===== config.mk =====
export PLATFORM = sky130hd
export DESIGN_NAME = odf_ctrl
export DESIGN_NICKNAME = d
export VERILOG_FILES = /design/src/hw/odf_pkg.sv /design/src/hw/odf_wdt_if.sv /design/src/hw/odf_ctrl.sv /design/src/hw/odf_delay_chan.sv /design/src/hw/odf_idle_wdt.sv
export VERILOG_INCLUDE_DIRS = /design/src /design/src/hw
export SDC_FILE = /design/constraint.sdc
export NUM_CORES = 1
export LEC_CHECK = 0
export BUFFER_PORTS_ARGS = -buffer_cell sky130_fd_sc_hd__clkbuf_2
export CAP_MARGIN = 10
export CORE_ASPECT_RATIO = 0.6
export CORE_MARGIN = 2
export CORE_UTILIZATION = 30
export DETAILED_ROUTE_END_ITERATION = 8
export PLACE_DENSITY_LB_ADDON = 0.12
export SLEW_MARGIN = 40
export SYNTH_ARGS = -nofsm -noshare
export SYNTH_HDL_FRONTEND = slang
export SYNTH_SLANG_ARGS = --single-unit

===== constraint.sdc =====
create_clock -name clk_sys_in -period 2.6 [get_ports clk_sys_in]
set_input_delay 0.13 -clock clk_sys_in [delete_from_list [all_inputs] [get_ports clk_sys_in]]
set_output_delay 0.13 -clock clk_sys_in [all_outputs]
set_load 0.005 [all_outputs]

===== src/hw/odf_defs.svh =====
/*
 * register offsets, field positions, reset values and timing counts of the
 * output delay and fail-safe controller.
 * assumes a 10 MHz system clock and a byte-addressed 32-bit register port.
 */
`ifndef ODF_DEFS_SVH
`define ODF_DEFS_SVH

// channel count and field widths
`define ODF_NCH             4
`define ODF_DLY_W           16

// register byte offsets
`define ODF_REG_CTRL        8'h00
`define ODF_REG_MODE        8'h04
`define ODF_REG_CMD         8'h08
`define ODF_REG_STATUS      8'h0c
`define ODF_REG_DELAY_BASE  8'h10
`define ODF_REG_FS_PEND     8'h20
`define ODF_REG_FS_ACT      8'h24
`define ODF_REG_HOST_IDLE   8'h28
`define ODF_REG_PEER_IDLE   8'h2c
`define ODF_REG_IRQ_STAT    8'h30
`define ODF_REG_IRQ_MASK    8'h34

// control register bit positions
`define ODF_CTRL_COMM_EN    0
`define ODF_CTRL_PEER_EN    1
`define ODF_CTRL_LOCATE     2
`define ODF_CTRL_APPLY_FS   3
`define ODF_CTRL_REARM      4

// status and interrupt bit positions
`define ODF_ST_COMM_TO      4
`define ODF_ST_PEER_TO      5
`define ODF_ST_LOCATE       6
`define ODF_IRQ_COMM        0
`define ODF_IRQ_PEER        1
`define ODF_IRQ_LOCATE      2

// reset values
`define ODF_RST_IDLE        16'h0064
`define ODF_RST_DELAY       16'h0000
`define ODF_RST_MODE        8'h00

// timing
`define ODF_CLK_PERIOD_NS   100
`define ODF_TICK_TIME_NS    100000
`define ODF_TICK_CYCLES     (`ODF_TICK_TIME_NS / `ODF_CLK_PERIOD_NS)
`define ODF_LOCATE_TIME_MS  10000
`define ODF_LOCATE_TICKS    (`ODF_LOCATE_TIME_MS * 10)

`endif


===== src/hw/odf_pkg.sv =====
/*
 * types shared by the output delay and fail-safe controller.
 * assumes nothing beyond a SystemVerilog compiler.
 */
package odf_pkg;

	// output mode of one channel, two bits in the mode register
	typedef enum logic [1:0] {
		ODF_DIRECT,
		ODF_RISE,
		ODF_FALL,
		ODF_SPARE
	} odf_mode_e;

	// locate sequencer states
	typedef enum logic {
		ODF_LOC_IDLE,
		ODF_LOC_ON
	} odf_loc_e;

endpackage


===== src/hw/odf_wdt_if.sv =====
/*
 * interface between the controller and one idle watchdog.
 * assumes a single clock shared by both ends.
 */
`timescale 1ns/10ps

interface odf_wdt_if;
	logic        enable;   // watchdog armed
	logic        tick;     // 0.1 ms time base pulse
	logic        kick;     // qualifying packet received
	logic        rearm;    // software clears a standing timeout
	logic [15:0] idle;     // allowed idle time in ticks
	logic        timeout;  // standing timeout level
	logic        expire;   // one-cycle pulse as the timeout starts

	modport wdt (input enable, input tick, input kick, input rearm, input idle,
		output timeout, output expire);
	modport ctl (output enable, output tick, output kick, output rearm, output idle,
		input timeout, input expire);
endinterface


===== src/hw/odf_ctrl.sv =====
/*
 * output delay and fail-safe controller: four delayed outputs, two idle
 * watchdogs, fail-safe override, locate indication and a register port.
 * assumes a 10 MHz clock, synchronous packet pulses from the network
 * side and a master that follows the one-cycle strobe protocol.
 */
// Our own choices: the register offsets and the address-and-strobe port.
`timescale 1ns/10ps
`include "odf_defs.svh"

module odf_ctrl
	import odf_pkg::*;
#(
	parameter int LOCATE_TICKS = `ODF_LOCATE_TICKS  // locate time in 0.1 ms ticks
) (
	input  wire logic        clk_sys_in,       // system clock, 10 MHz
	input  wire logic        rst_n_in,         // async reset, active low
	input  wire logic [7:0]  addr_in,          // register byte address
	input  wire logic [31:0] wr_data_in,       // write data
	input  wire logic        wr_in,            // write strobe
	input  wire logic        rd_in,            // read strobe
	output logic      [31:0] rd_data_out,      // read data, cycle after strobe
	input  wire logic        host_pkt_in,      // host packet received
	input  wire logic        peer_pkt_in,      // peer or logic-rule packet received
	input  wire logic        status_led_in,    // normal status indication
	output logic      [3:0]  dout_out,         // output channels
	output logic             led_out,          // status LED
	output logic             safety_send_out,  // request to send safety values
	output logic      [3:0]  safety_val_out,   // safety values to send
	output logic             irq_out           // interrupt, active high level
);

	////////////////////////////////////////////////////////////////////////
	// helpers

	// true when the bus address hits a register
	function automatic logic hit(input logic [7:0] a, input logic [7:0] reg_off);
		hit = (a == reg_off);
	endfunction

	// mode field of one channel
	function automatic odf_mode_e mode_of(input logic [7:0] m, input int ch);
		mode_of = odf_mode_e'(m[2*ch +: 2]);
	endfunction

	////////////////////////////////////////////////////////////////////////
	// declarations

	logic        comm_en;                    // comm watchdog armed
	logic        peer_en;                    // peer watchdog armed
	logic [7:0]  mode_reg;                   // two mode bits per channel
	logic [3:0]  cmd_reg;                    // commanded levels
	logic [15:0] delay_mem [0:`ODF_NCH-1];   // delay per channel, ticks
	logic [3:0]  fs_pend;                    // written fail-safe bits
	logic [3:0]  fs_act;                     // applied fail-safe bits
	logic [15:0] host_idle;                  // host idle time, ticks
	logic [15:0] peer_idle;                  // peer idle time, ticks
	logic [2:0]  irq_stat;                   // sticky events
	logic [2:0]  irq_mask;                   // event enables
	logic [9:0]  tick_cnt;                   // time base divider
	logic        tick;                       // 0.1 ms pulse
	odf_loc_e    loc_state;                  // locate sequencer
	logic [16:0] loc_cnt;                    // locate elapsed ticks
	logic        loc_done;                   // locate ended this cycle
	logic [3:0]  chan_level;                 // delayed channel levels
	logic        wr_ctrl;                    // write to control register
	logic        locate_go;                  // locate start pulse
	logic        apply_fs;                   // fail-safe apply pulse
	logic        rearm;                      // watchdog re-arm pulse
	logic        irq_rd;                     // read clears status
	logic [2:0]  irq_set;                    // events of this cycle
	logic [31:0] next_rd_data;               // read mux
	logic [3:0]  next_dout;                  // output select

	odf_wdt_if comm_wdt ();                  // host watchdog link
	odf_wdt_if peer_wdt ();                  // peer watchdog link

	////////////////////////////////////////////////////////////////////////
	// strobe decode

	// command bits of the control register act as one-cycle pulses
	always_comb begin
		wr_ctrl   = wr_in && hit(addr_in, `ODF_REG_CTRL);
		locate_go = wr_ctrl && wr_data_in[`ODF_CTRL_LOCATE];
		apply_fs  = wr_ctrl && wr_data_in[`ODF_CTRL_APPLY_FS];
		rearm     = wr_ctrl && wr_data_in[`ODF_CTRL_REARM];
		irq_rd    = rd_in && hit(addr_in, `ODF_REG_IRQ_STAT);
	end

	////////////////////////////////////////////////////////////////////////
	// configuration registers

	// enables, modes, commands and idle times
	always_ff @(posedge clk_sys_in or negedge rst_n_in) begin
		if (!rst_n_in) begin
			comm_en   <= 1'b0;
			peer_en   <= 1'b0;
			mode_reg  <= `ODF_RST_MODE;
			cmd_reg   <= 4'h0;
			host_idle <= `ODF_RST_IDLE;
			peer_idle <= `ODF_RST_IDLE;
			irq_mask  <= 3'h0;
		end else if (wr_in) begin
			if (wr_ctrl) begin
				comm_en <= wr_data_in[`ODF_CTRL_COMM_EN];
				peer_en <= wr_data_in[`ODF_CTRL_PEER_EN];
			end
			if (hit(addr_in, `ODF_REG_MODE)) begin
				mode_reg <= wr_data_in[7:0];
			end
			if (hit(addr_in, `ODF_REG_CMD)) begin
				// level commands are taken in every mode
				cmd_reg <= wr_data_in[3:0];
			end
			if (hit(addr_in, `ODF_REG_HOST_IDLE)) begin
				host_idle <= wr_data_in[15:0];
			end
			if (hit(addr_in, `ODF_REG_PEER_IDLE)) begin
				peer_idle <= wr_data_in[15:0];
			end
			if (hit(addr_in, `ODF_REG_IRQ_MASK)) begin
				irq_mask <= wr_data_in[2:0];
			end
		end
	end

	// delay table, one word per channel
	always_ff @(posedge clk_sys_in or negedge rst_n_in) begin
		if (!rst_n_in) begin
			for (int i = 0; i < `ODF_NCH; i++) begin
				delay_mem[i] <= `ODF_RST_DELAY;
			end
		end else if (wr_in && (addr_in[7:4] == 4'(`ODF_REG_DELAY_BASE >> 4))) begin
			delay_mem[addr_in[3:2]] <= wr_data_in[15:0];
		end
	end

	// fail-safe bits: written ones wait for the apply command
	always_ff @(posedge clk_sys_in or negedge rst_n_in) begin
		if (!rst_n_in) begin
			fs_pend <= 4'h0;
			fs_act  <= 4'h0;
		end else begin
			if (wr_in && hit(addr_in, `ODF_REG_FS_PEND)) begin
				fs_pend <= wr_data_in[3:0];
			end
			if (apply_fs) begin
				fs_act <= fs_pend;
			end
		end
	end

	////////////////////////////////////////////////////////////////////////
	// time base

	// one pulse every 0.1 ms
	always_ff @(posedge clk_sys_in or negedge rst_n_in) begin
		if (!rst_n_in) begin
			tick_cnt <= 10'h000;
			tick     <= 1'b0;
		end else if (tick_cnt == 10'(`ODF_TICK_CYCLES - 1)) begin
			tick_cnt <= 10'h000;
			tick     <= 1'b1;
		end else begin
			tick_cnt <= tick_cnt + 10'h001;
			tick     <= 1'b0;
		end
	end

	////////////////////////////////////////////////////////////////////////
	// output channels

	// each channel delays its own edges; generate keeps one instance each
	for (genvar g = 0; g < `ODF_NCH; g++) begin : g_chan
		odf_delay_chan u_chan (
			.clk_sys_in (clk_sys_in),
			.rst_n_in   (rst_n_in),
			.tick_in    (tick),
			.mode_in    (mode_of(mode_reg, g)),
			.cmd_in     (cmd_reg[g]),
			.delay_in   (delay_mem[g]),
			.level_out  (chan_level[g])
		);
	end

	////////////////////////////////////////////////////////////////////////
	// watchdogs

	// host traffic watchdog and peer link watchdog
	always_comb begin
		comm_wdt.enable = comm_en;
		comm_wdt.tick   = tick;
		comm_wdt.kick   = host_pkt_in;
		comm_wdt.rearm  = rearm;
		comm_wdt.idle   = host_idle;
		peer_wdt.enable = peer_en;
		peer_wdt.tick   = tick;
		peer_wdt.kick   = peer_pkt_in;
		peer_wdt.rearm  = rearm;
		peer_wdt.idle   = peer_idle;
	end

	odf_idle_wdt u_comm_wdt (
		.clk_sys_in (clk_sys_in),
		.rst_n_in   (rst_n_in),
		.bus        (comm_wdt)
	);

	odf_idle_wdt u_peer_wdt (
		.clk_sys_in (clk_sys_in),
		.rst_n_in   (rst_n_in),
		.bus        (peer_wdt)
	);

	// fail-safe override of the outputs while the host link is lost
	always_comb begin
		next_dout = comm_wdt.timeout ? fs_act : chan_level;
	end

	always_ff @(posedge clk_sys_in or negedge rst_n_in) begin
		if (!rst_n_in) begin
			dout_out <= 4'h0;
		end else begin
			dout_out <= next_dout;
		end
	end

	// peer timeout asks the network side to send the applied safety values
	always_ff @(posedge clk_sys_in or negedge rst_n_in) begin
		if (!rst_n_in) begin
			safety_send_out <= 1'b0;
			safety_val_out  <= 4'h0;
		end else begin
			safety_send_out <= peer_wdt.expire;
			if (peer_wdt.expire) begin
				safety_val_out <= fs_act;
			end
		end
	end

	////////////////////////////////////////////////////////////////////////
	// locate

	// led held on for the locate time, a new start restarts it
	always_ff @(posedge clk_sys_in or negedge rst_n_in) begin
		if (!rst_n_in) begin
			loc_state <= ODF_LOC_IDLE;
			loc_cnt   <= 17'h00000;
			loc_done  <= 1'b0;
		end else begin
			loc_done <= 1'b0;
			case (loc_state)
				ODF_LOC_IDLE: begin
					loc_cnt <= 17'h00000;
					if (locate_go) begin
						loc_state <= ODF_LOC_ON;
					end
				end
				ODF_LOC_ON: begin
					if (locate_go) begin
						loc_cnt <= 17'h00000;
					end else if (tick) begin
						if (loc_cnt == 17'(LOCATE_TICKS - 1)) begin
							// time is up, back to normal indication
							loc_state <= ODF_LOC_IDLE;
							loc_done  <= 1'b1;
						end else begin
							loc_cnt <= loc_cnt + 17'h00001;
						end
					end
				end
				default: begin
					loc_state <= ODF_LOC_IDLE;
				end
			endcase
		end
	end

	// status led: locate wins over normal indication
	always_ff @(posedge clk_sys_in or negedge rst_n_in) begin
		if (!rst_n_in) begin
			led_out <= 1'b0;
		end else begin
			led_out <= (loc_state == ODF_LOC_ON) ? 1'b1 : status_led_in;
		end
	end

	////////////////////////////////////////////////////////////////////////
	// interrupts

	// sticky events, a read clears them but a new event wins
	always_comb begin
		irq_set = 3'h0;
		irq_set[`ODF_IRQ_COMM]   = comm_wdt.expire;
		irq_set[`ODF_IRQ_PEER]   = peer_wdt.expire;
		irq_set[`ODF_IRQ_LOCATE] = loc_done;
	end

	always_ff @(posedge clk_sys_in or negedge rst_n_in) begin
		if (!rst_n_in) begin
			irq_stat <= 3'h0;
			irq_out  <= 1'b0;
		end else begin
			irq_stat <= (irq_rd ? 3'h0 : irq_stat) | irq_set;
			irq_out  <= |(((irq_rd ? 3'h0 : irq_stat) | irq_set) & irq_mask);
		end
	end

	////////////////////////////////////////////////////////////////////////
	// read port

	// read mux, unmapped addresses read zero
	always_comb begin
		next_rd_data = 32'h00000000;
		if (addr_in[7:4] == 4'(`ODF_REG_DELAY_BASE >> 4)) begin
			next_rd_data[15:0] = delay_mem[addr_in[3:2]];
		end else begin
			case (addr_in)
				`ODF_REG_CTRL: begin
					next_rd_data[`ODF_CTRL_COMM_EN] = comm_en;
					next_rd_data[`ODF_CTRL_PEER_EN] = peer_en;
				end
				`ODF_REG_MODE:      next_rd_data[7:0]  = mode_reg;
				`ODF_REG_CMD:       next_rd_data[3:0]  = cmd_reg;
				`ODF_REG_STATUS: begin
					next_rd_data[3:0]             = dout_out;
					next_rd_data[`ODF_ST_COMM_TO] = comm_wdt.timeout;
					next_rd_data[`ODF_ST_PEER_TO] = peer_wdt.timeout;
					next_rd_data[`ODF_ST_LOCATE]  = (loc_state == ODF_LOC_ON);
				end
				`ODF_REG_FS_PEND:   next_rd_data[3:0]  = fs_pend;
				`ODF_REG_FS_ACT:    next_rd_data[3:0]  = fs_act;
				`ODF_REG_HOST_IDLE: next_rd_data[15:0] = host_idle;
				`ODF_REG_PEER_IDLE: next_rd_data[15:0] = peer_idle;
				`ODF_REG_IRQ_STAT:  next_rd_data[2:0]  = irq_stat;
				`ODF_REG_IRQ_MASK:  next_rd_data[2:0]  = irq_mask;
				default:            next_rd_data       = 32'h00000000;
			endcase
		end
	end

	// data stand only in the cycle after the strobe
	always_ff @(posedge clk_sys_in or negedge rst_n_in) begin
		if (!rst_n_in) begin
			rd_data_out <= 32'h00000000;
		end else begin
			rd_data_out <= rd_in ? next_rd_data : 32'h00000000;
		end
	end

	////////////////////////////////////////////////////////////////////////
	// checks

	fs_force_a: assert property (@(posedge clk_sys_in) disable iff (!rst_n_in)
		comm_wdt.timeout |=> (dout_out == $past(fs_act)))
		else $error("outputs not at fail-safe level on timeout");
	fs_apply_a: assert property (@(posedge clk_sys_in) disable iff (!rst_n_in)
		!apply_fs |=> $stable(fs_act))
		else $error("fail-safe bits changed without apply");
	fs_take_a: assert property (@(posedge clk_sys_in) disable iff (!rst_n_in)
		apply_fs |=> (fs_act == $past(fs_pend)))
		else $error("apply did not take pending bits");
	locate_led_a: assert property (@(posedge clk_sys_in) disable iff (!rst_n_in)
		(loc_state == ODF_LOC_ON) |=> led_out)
		else $error("led dark during locate");
	locate_len_a: assert property (@(posedge clk_sys_in) disable iff (!rst_n_in)
		loc_done |-> $past(loc_cnt) == 17'(LOCATE_TICKS - 1))
		else $error("locate ended at wrong time");
	safety_send_a: assert property (@(posedge clk_sys_in) disable iff (!rst_n_in)
		peer_wdt.expire |=> safety_send_out && (safety_val_out == $past(fs_act)))
		else $error("peer timeout did not send safety values");
endmodule


===== src/hw/odf_delay_chan.sv =====
/*
 * one output channel with optional rising or falling edge delay.
 * assumes a one-cycle tick every 0.1 ms and a steady mode and delay.
 */
`timescale 1ns/10ps

module odf_delay_chan
	import odf_pkg::*;
(
	input  wire logic        clk_sys_in,  // system clock
	input  wire logic        rst_n_in,    // async reset, active low
	input  wire logic        tick_in,     // 0.1 ms pulse
	input  wire odf_mode_e   mode_in,     // channel mode
	input  wire logic        cmd_in,      // commanded level
	input  wire logic [15:0] delay_in,    // delay in ticks
	output logic             level_out    // delayed level
);

	logic [15:0] cnt;   // elapsed ticks of a pending transition
	logic        held;  // the pending transition is the delayed one

	////////////////////////////////////////////////////////////////////////
	// which transition waits
	always_comb begin
		held = ((mode_in == ODF_RISE) && cmd_in) || ((mode_in == ODF_FALL) && !cmd_in);
	end

	// level follows command, delayed edges wait for the tick count
	always_ff @(posedge clk_sys_in or negedge rst_n_in) begin
		if (!rst_n_in) begin
			level_out <= 1'b0;
			cnt       <= 16'h0000;
		end else if (cmd_in == level_out) begin
			// nothing pending, a withdrawn command cancels the wait
			cnt <= 16'h0000;
		end else if (held) begin
			if (cnt >= delay_in) begin
				level_out <= cmd_in;
				cnt       <= 16'h0000;
			end else if (tick_in) begin
				cnt <= cnt + 16'h0001;
			end
		end else begin
			// undelayed edge and direct mode pass at once
			level_out <= cmd_in;
			cnt       <= 16'h0000;
		end
	end

	////////////////////////////////////////////////////////////////////////
	rise_wait_a: assert property (@(posedge clk_sys_in) disable iff (!rst_n_in)
		(mode_in == ODF_RISE) && !level_out && (cnt < delay_in) |=> !level_out)
		else $error("rising edge passed before its delay");
	fall_wait_a: assert property (@(posedge clk_sys_in) disable iff (!rst_n_in)
		(mode_in == ODF_FALL) && level_out && (cnt < delay_in) |=> level_out)
		else $error("falling edge passed before its delay");
	direct_cmd_a: assert property (@(posedge clk_sys_in) disable iff (!rst_n_in)
		(mode_in == ODF_DIRECT) |=> (level_out == $past(cmd_in)))
		else $error("direct command not followed");
	rise_fall_a: assert property (@(posedge clk_sys_in) disable iff (!rst_n_in)
		(mode_in == ODF_RISE) && level_out && !cmd_in |=> !level_out)
		else $error("undelayed falling edge held in rise mode");
endmodule


===== src/hw/odf_idle_wdt.sv =====
/*
 * idle watchdog: times out when no packet arrives within the idle time.
 * assumes the tick and kick pulses are one cycle long.
 */
`timescale 1ns/10ps

module odf_idle_wdt (
	input  wire logic clk_sys_in,  // system clock
	input  wire logic rst_n_in,    // async reset, active low
	odf_wdt_if.wdt    bus          // control and result
);

	logic [15:0] cnt;  // ticks since the last packet

	////////////////////////////////////////////////////////////////////////
	// idle counter and timeout flag
	always_ff @(posedge clk_sys_in or negedge rst_n_in) begin
		if (!rst_n_in) begin
			cnt         <= 16'h0000;
			bus.timeout <= 1'b0;
			bus.expire  <= 1'b0;
		end else begin
			bus.expire <= 1'b0;
			if (!bus.enable || bus.kick || bus.rearm) begin
				// traffic or re-arm restarts the idle time
				cnt         <= 16'h0000;
				bus.timeout <= 1'b0;
			end else if (bus.tick && !bus.timeout) begin
				if (cnt >= bus.idle) begin
					// elapsed time now exceeds the idle time
					bus.timeout <= 1'b1;
					bus.expire  <= 1'b1;
				end else begin
					cnt <= cnt + 16'h0001;
				end
			end
		end
	end

	////////////////////////////////////////////////////////////////////////
	idle_expire_a: assert property (@(posedge clk_sys_in) disable iff (!rst_n_in)
		bus.enable && !bus.kick && !bus.rearm && bus.tick && !bus.timeout
		&& (cnt >= bus.idle) |=> bus.timeout && bus.expire)
		else $error("watchdog missed its idle time");
	kick_clear_a: assert property (@(posedge clk_sys_in) disable iff (!rst_n_in)
		bus.kick |=> !bus.timeout && (cnt == 16'h0000))
		else $error("packet did not restart watchdog");
	timeout_hold_a: assert property (@(posedge clk_sys_in) disable iff (!rst_n_in)
		bus.timeout && bus.enable && !bus.kick && !bus.rearm |=> bus.timeout)
		else $error("timeout dropped without traffic");
endmodule


-- Word level (Yosys, flattened, before mapping)
Cells that the tools add are included.
- flip-flop bits (word level): 285
- input port bits: 47
- output and inout bits: 43
- word-level logic and storage cells: 228
- add/sub/neg operators: 8
- order comparisons: 8
- equal/unequal tests: 36
- multiplexer cells: 74
- bitwise operators: 8
- reductions and logical operators: 55
- operators with widths (cell ; count):
    16-bit two-way mux ; 27
    16-bit by 1-bit adder with 16-bit output (second input constant) ; 6
    16-bit >= comparator ; 6
    64-bit bitwise mux ; 1
    17-bit two-way mux ; 3
    8-bit by 6-bit equality test with 1-bit output (second input constant) ; 6
    17-bit one-hot mux with 2 select lines ; 1
    16-bit binary-select mux with 2-bit select ; 1
    16-bit demux with 2-bit select ; 1
    1-bit two-way mux ; 30
    2-bit AND reduction ; 15
    2-bit one-hot mux with 10 select lines ; 1
    1-bit logical AND ; 18
    17-bit by 1-bit adder with 17-bit output (second input constant) ; 1
    17-bit equality test (second input constant) ; 1
    8-bit by 4-bit equality test with 1-bit output (second input constant) ; 2
    4-bit != test (second input constant) ; 4
    8-bit one-hot mux with 2 select lines ; 1
    3-bit one-hot mux with 4 select lines ; 1
    10-bit by 1-bit adder with 10-bit output (second input constant) ; 1
    10-bit equality test (second input constant) ; 1
    10-bit two-way mux ; 1
    1-bit one-hot mux with 9 select lines ; 1
    2-bit by 1-bit equality test with 1-bit output (second input constant) ; 4
    24 further kinds ; 55

-- Logic depth before layout (Yosys ltp)
- depth in word-level cells: 6
- mapped depth: 9
- depth with buffers taken out: 8

-- By module
A second synthesis with hierarchy kept.
- cells, all modules: 1502
- area, all modules: 16184.3 sq um
- by module, submodules not included (module ; times used ; cells each ; area each (sq um) ; sequential area each (sq um)):
    odf_ctrl ; 1 ; 626 ; 8418.1 ; 4536.9
    odf_delay_chan ; 4 ; 136 ; 1223.7 ; 425.4
    odf_idle_wdt at u_comm_wdt ; 1 ; 176 ; 1517.7 ; 450.4
    odf_idle_wdt at u_peer_wdt ; 1 ; 156 ; 1353.8 ; 450.4

-- Least setup slack after synthesis
Ideal clock, no wire load.
- path kind: reg-to-reg
- start: register peer_idle[5]
- end: register u_peer_wdt.cnt[12]
- setup time: 0.077 ns
- arrival time: 2.295 ns
- data required time: 2.523 ns
- path slack: 0.228 ns
- stages on the path, launching flop included: 9
- path buffers: 0
- clock period less this slack: 2.372 ns
- path through: dfstp_2 inv_1 ha_1 a21oi_1 o21ai_0 a311oi_2 nand3_1 or4_1 a21oi_1
- longest elaborated chain between the ends: 3
- ends and longest elaborated chain (what ; RTL line ; source):
    start, declared ; odf_ctrl.sv:57 ; logic [15:0] peer_idle;
    start signal, assigned ; odf_ctrl.sv:101 ; peer_idle <= `ODF_RST_IDLE;
    start signal, assigned ; odf_ctrl.sv:119 ; peer_idle <= wr_data_in[15:0];
    16-bit >= comparator ; odf_idle_wdt.sv:29 ; if (cnt >= bus.idle) begin
    2-bit by 1-bit != test with 1-bit output (no source line) ; n/a ;
    2-bit AND reduction (no source line) ; n/a ;
    end signal, assigned ; odf_idle_wdt.sv:34 ; cnt <= cnt + 16'h0001;
    end, declared ; odf_idle_wdt.sv:13 ; logic [15:0] cnt;
Every way passes these cells.
A chain may end at the register's enable or synchronous reset.

-- Worst setup path after layout
Ends and elaborated chain as after synthesis.

==> results_dict.tcl <==
set metrics [dict create \
    grt_max_degree 97 \
    start_util_pct 30.4 \
    reg_top3 "delay_mem: 64 flops, g_chan.u_chan.cnt: 64 flops, loc_cnt: 17 flops" \
    worstMarginPinSlew_ns 0.713 \
    dieWidth_um 297 \
    clock_latency_ns 0.58 \
    whs_ns 0.0343 \
    synth_area_leaders "dfrtp_1, mux2_2, ha_1" \
    yosys_register_bits 285 \
    ys.flop_type "dfrtp_1" \
    yosys.area.top_type "dfrtp_1" \
    gr-usage-all-layers_pct 16.9 \
    synth.top_cell.area_share_pct 45.1 \
    path_class "flop to flop" \
    gp_congestion 0.815 \
    skew_ns 0.0113 \
    fillers 5202 \
    hp-start "wr_data_in[3]" \
    core_area_um2 51000 \
    ff2ff_path_depth 9 \
    grt_pass1_vias 11035 \
    drv_cap 0 \
    cts_root_buf "clkbuf_16" \
    hold_end "mode_reg[3]" \
    die_y_um 180 \
    leakage_nw 8.15 \
    drt_iter0_drc 660 \
    post-synth-top-count-cell "dfrtp_1" \
    setup_violations 0 \
    period_minus_slack_ns 2.47 \
    synthTopCellsByCount "dfrtp_1, nor2_1, mux2_2" \
    numCtsBuffers 30 \
    wl_per_cell_um 19.8 \
    rr_endpoint "u_peer_wdt.cnt[12]" \
    synth_edf_count 0 \
    async_reset_ff_share_pct 100 \
    syn_area_per_cell_um2 10.8 \
    die_area_um2 53500 \
    path_max_fanout 4 \
    end_kind "flop" \
    hold_path.class "primary input to flop" \
    first_pass_iters 6 \
    rsz0062_at_grt "no" \
    ios 90 \
    report.final.slew_viol_count 0 \
    std_cell_rows 64 \
    io_buffers 57 \
    yosysSeqAreaShare_pct 46.1 \
    syn_to_final_growth_pct 15.8 \
    clock-sinks 285 \
    vdd_ir_drop_max_uv 531 \
    grt_pass1_wl_um 70000 \
    final_nets 1701 \
    cts_tree "built" \
    yosysUniqueCellTypes 70 \
    start_kind "flop" \
    netlist_area_um2 15500 \
    syn-instance-count 1441 \
    tns_ns 0 \
    critical_path_required_ns 3.09 \
    cts.reportedPaths.clkPinSlew_ns 0.07 \
    max_clock_freq_mhz 405 \
    dp_hpwl_um 33700 \
    finalHoldViolations 0 \
    crit_arrival_ns 2.96 \
    routed-via-count 11141 \
    place_area_um2 16800 \
    fin_util_pct 35.2 \
    period_share_pct 95.0 \
    slew_headroom_pct 52.4 \
    final_antenna_net_count 0 \
    overflow 0 \
    min_path_cells 2 \
    antenna_found_initial 0 \
    fin_area_um2 17900 \
    reg2reg_from "peer_idle[5]" \
    rrSetupSlack_ns 0.13 \
    viasPerCell 4.91 \
    drive_above_1_share_pct 20.3 \
    drc 0 \
    status "finished, final reports clean" \
    yosys_warnings 0 \
    p_per_area_nw_per_um2 563 \
    h-tree-depth 1 \
    clk_path_buf_depth 3 \
    drt-total-wl_um 44900 \
]
-- worst max-delay path, stage by stage (launching register included) --
cell,delay (ns)
dfstp_2,0.54
inv_1,0.05
ha_1,0.30
a21oi_1,0.17
o21ai_1,0.10
a311oi_2,0.29
buf_4,0.18
nand3_2,0.09
or4_1,0.51
a21oi_1,0.16
-- worst max path at each step --
stage	start	to	slack [ns]	cells after the start
final	peer_idle[5]	u_peer_wdt.cnt[12]	0.13	9
after global routing	u_comm_wdt.cnt[0]	u_comm_wdt.cnt[10]	0.003	9
after CTS	peer_idle[5]	u_peer_wdt.cnt[12]	0.06	9
after detailed placement	peer_idle[5]	u_peer_wdt.cnt[12]	0.08	9
after global placement	peer_idle[5]	u_peer_wdt.cnt[14]	0.09	9
after floorplan	peer_idle[5]	u_peer_wdt.cnt[12]	0.23	8
-- cell usage in the layout (no fill, tap or decap), types with 6 or more instances in the layout --
cell type,instances
a21oi_1,63
mux2_2,117
mux4_2,18
and3_1,25
a31oi_1,7
a21o_1,23
conb_1,16
clkbuf_2,56
ha_1,104
mux2i_1,12
o211ai_1,11
and4_1,9
xor2_1,61
xnor2_1,28
nand2b_1,8
buf_4,47
inv_1,110
a22o_1,6
a221oi_1,6
nor2_1,122
dfrtp_1,279
clkbuf_16,31
clkinv_2,13
dlygate4sd3_1,17
nor3_1,10
or4_1,9
a22oi_1,19
nand4_1,41
nand2_1,87
o21ai_0,34
dfstp_2,6
o21a_1,8
or3_1,20
nand3_1,52
nand3b_1,6
and2_1,7
mux2_1,9
-- repair_timing --
action,in CTS,in global routing
buffers inserted,0,3
hold buffers,17,0
endpoints found under the hold margin,358,0
resized for setup,0,7
setup endpoints to repair,0,9
-- area by class of cell --
class / instances / area, um^2 / share of cell area (%)
Multi-Input combinational cell: 999 / 7680 / 42.9
Sequential cell: 285 / 7140 / 39.8
Timing Repair Buffer: 124 / 878 / 4.90
Tap cell: 693 / 867 / 4.84
Clock buffer: 39 / 836 / 4.66
Inverter: 110 / 413 / 2.30
Clock inverter: 16 / 111 / 0.621
Antenna cell: 1 / 2.50 / 0.0140
-- cell families (layout without fill, tap and decap cells) --
logic type	Yosys count	in the layout	share of synthesized area (%)
mux	156	156	12.6
simple gates	429	429	14.4
flops	285	285	46.1
other cells	1	17	0.0242
compound gates	205	205	8.71
buf+inv	172	289	4.81
fa+ha+maj	104	104	8.40
xor+xnor	89	89	5.03
-- metrics by stage --
step	setup slack, ns	instances	power (mW)
after floorplan	0.228	1456	5.41
after global placement	0.0887	2191	5.88
after detailed placement	0.0789	2191	5.90
after CTS	0.0574	2263	10.3
after global routing	0.00284	2266	10.6
final	0.130	2267	10.1
-- routing by layer --
layer	vias to the layer above	routed length, um	GRT usage, %
li1	5318	-	-
met1	5602	24500	27.5
met2	179	17300	22.4
met3	42	2350	3.77
met4	0	800	3.09
met5	-	0	0
-- where the power goes --
group	total [mW]	internal (mW)	leakage, nW	switching, mW
Combinational	1.03	0.427	3.78	0.605
Clock	4.26	2.36	0.479	1.90
Sequential	4.80	4.62	3.89	0.177
Power figures use the tool's default switching activity.
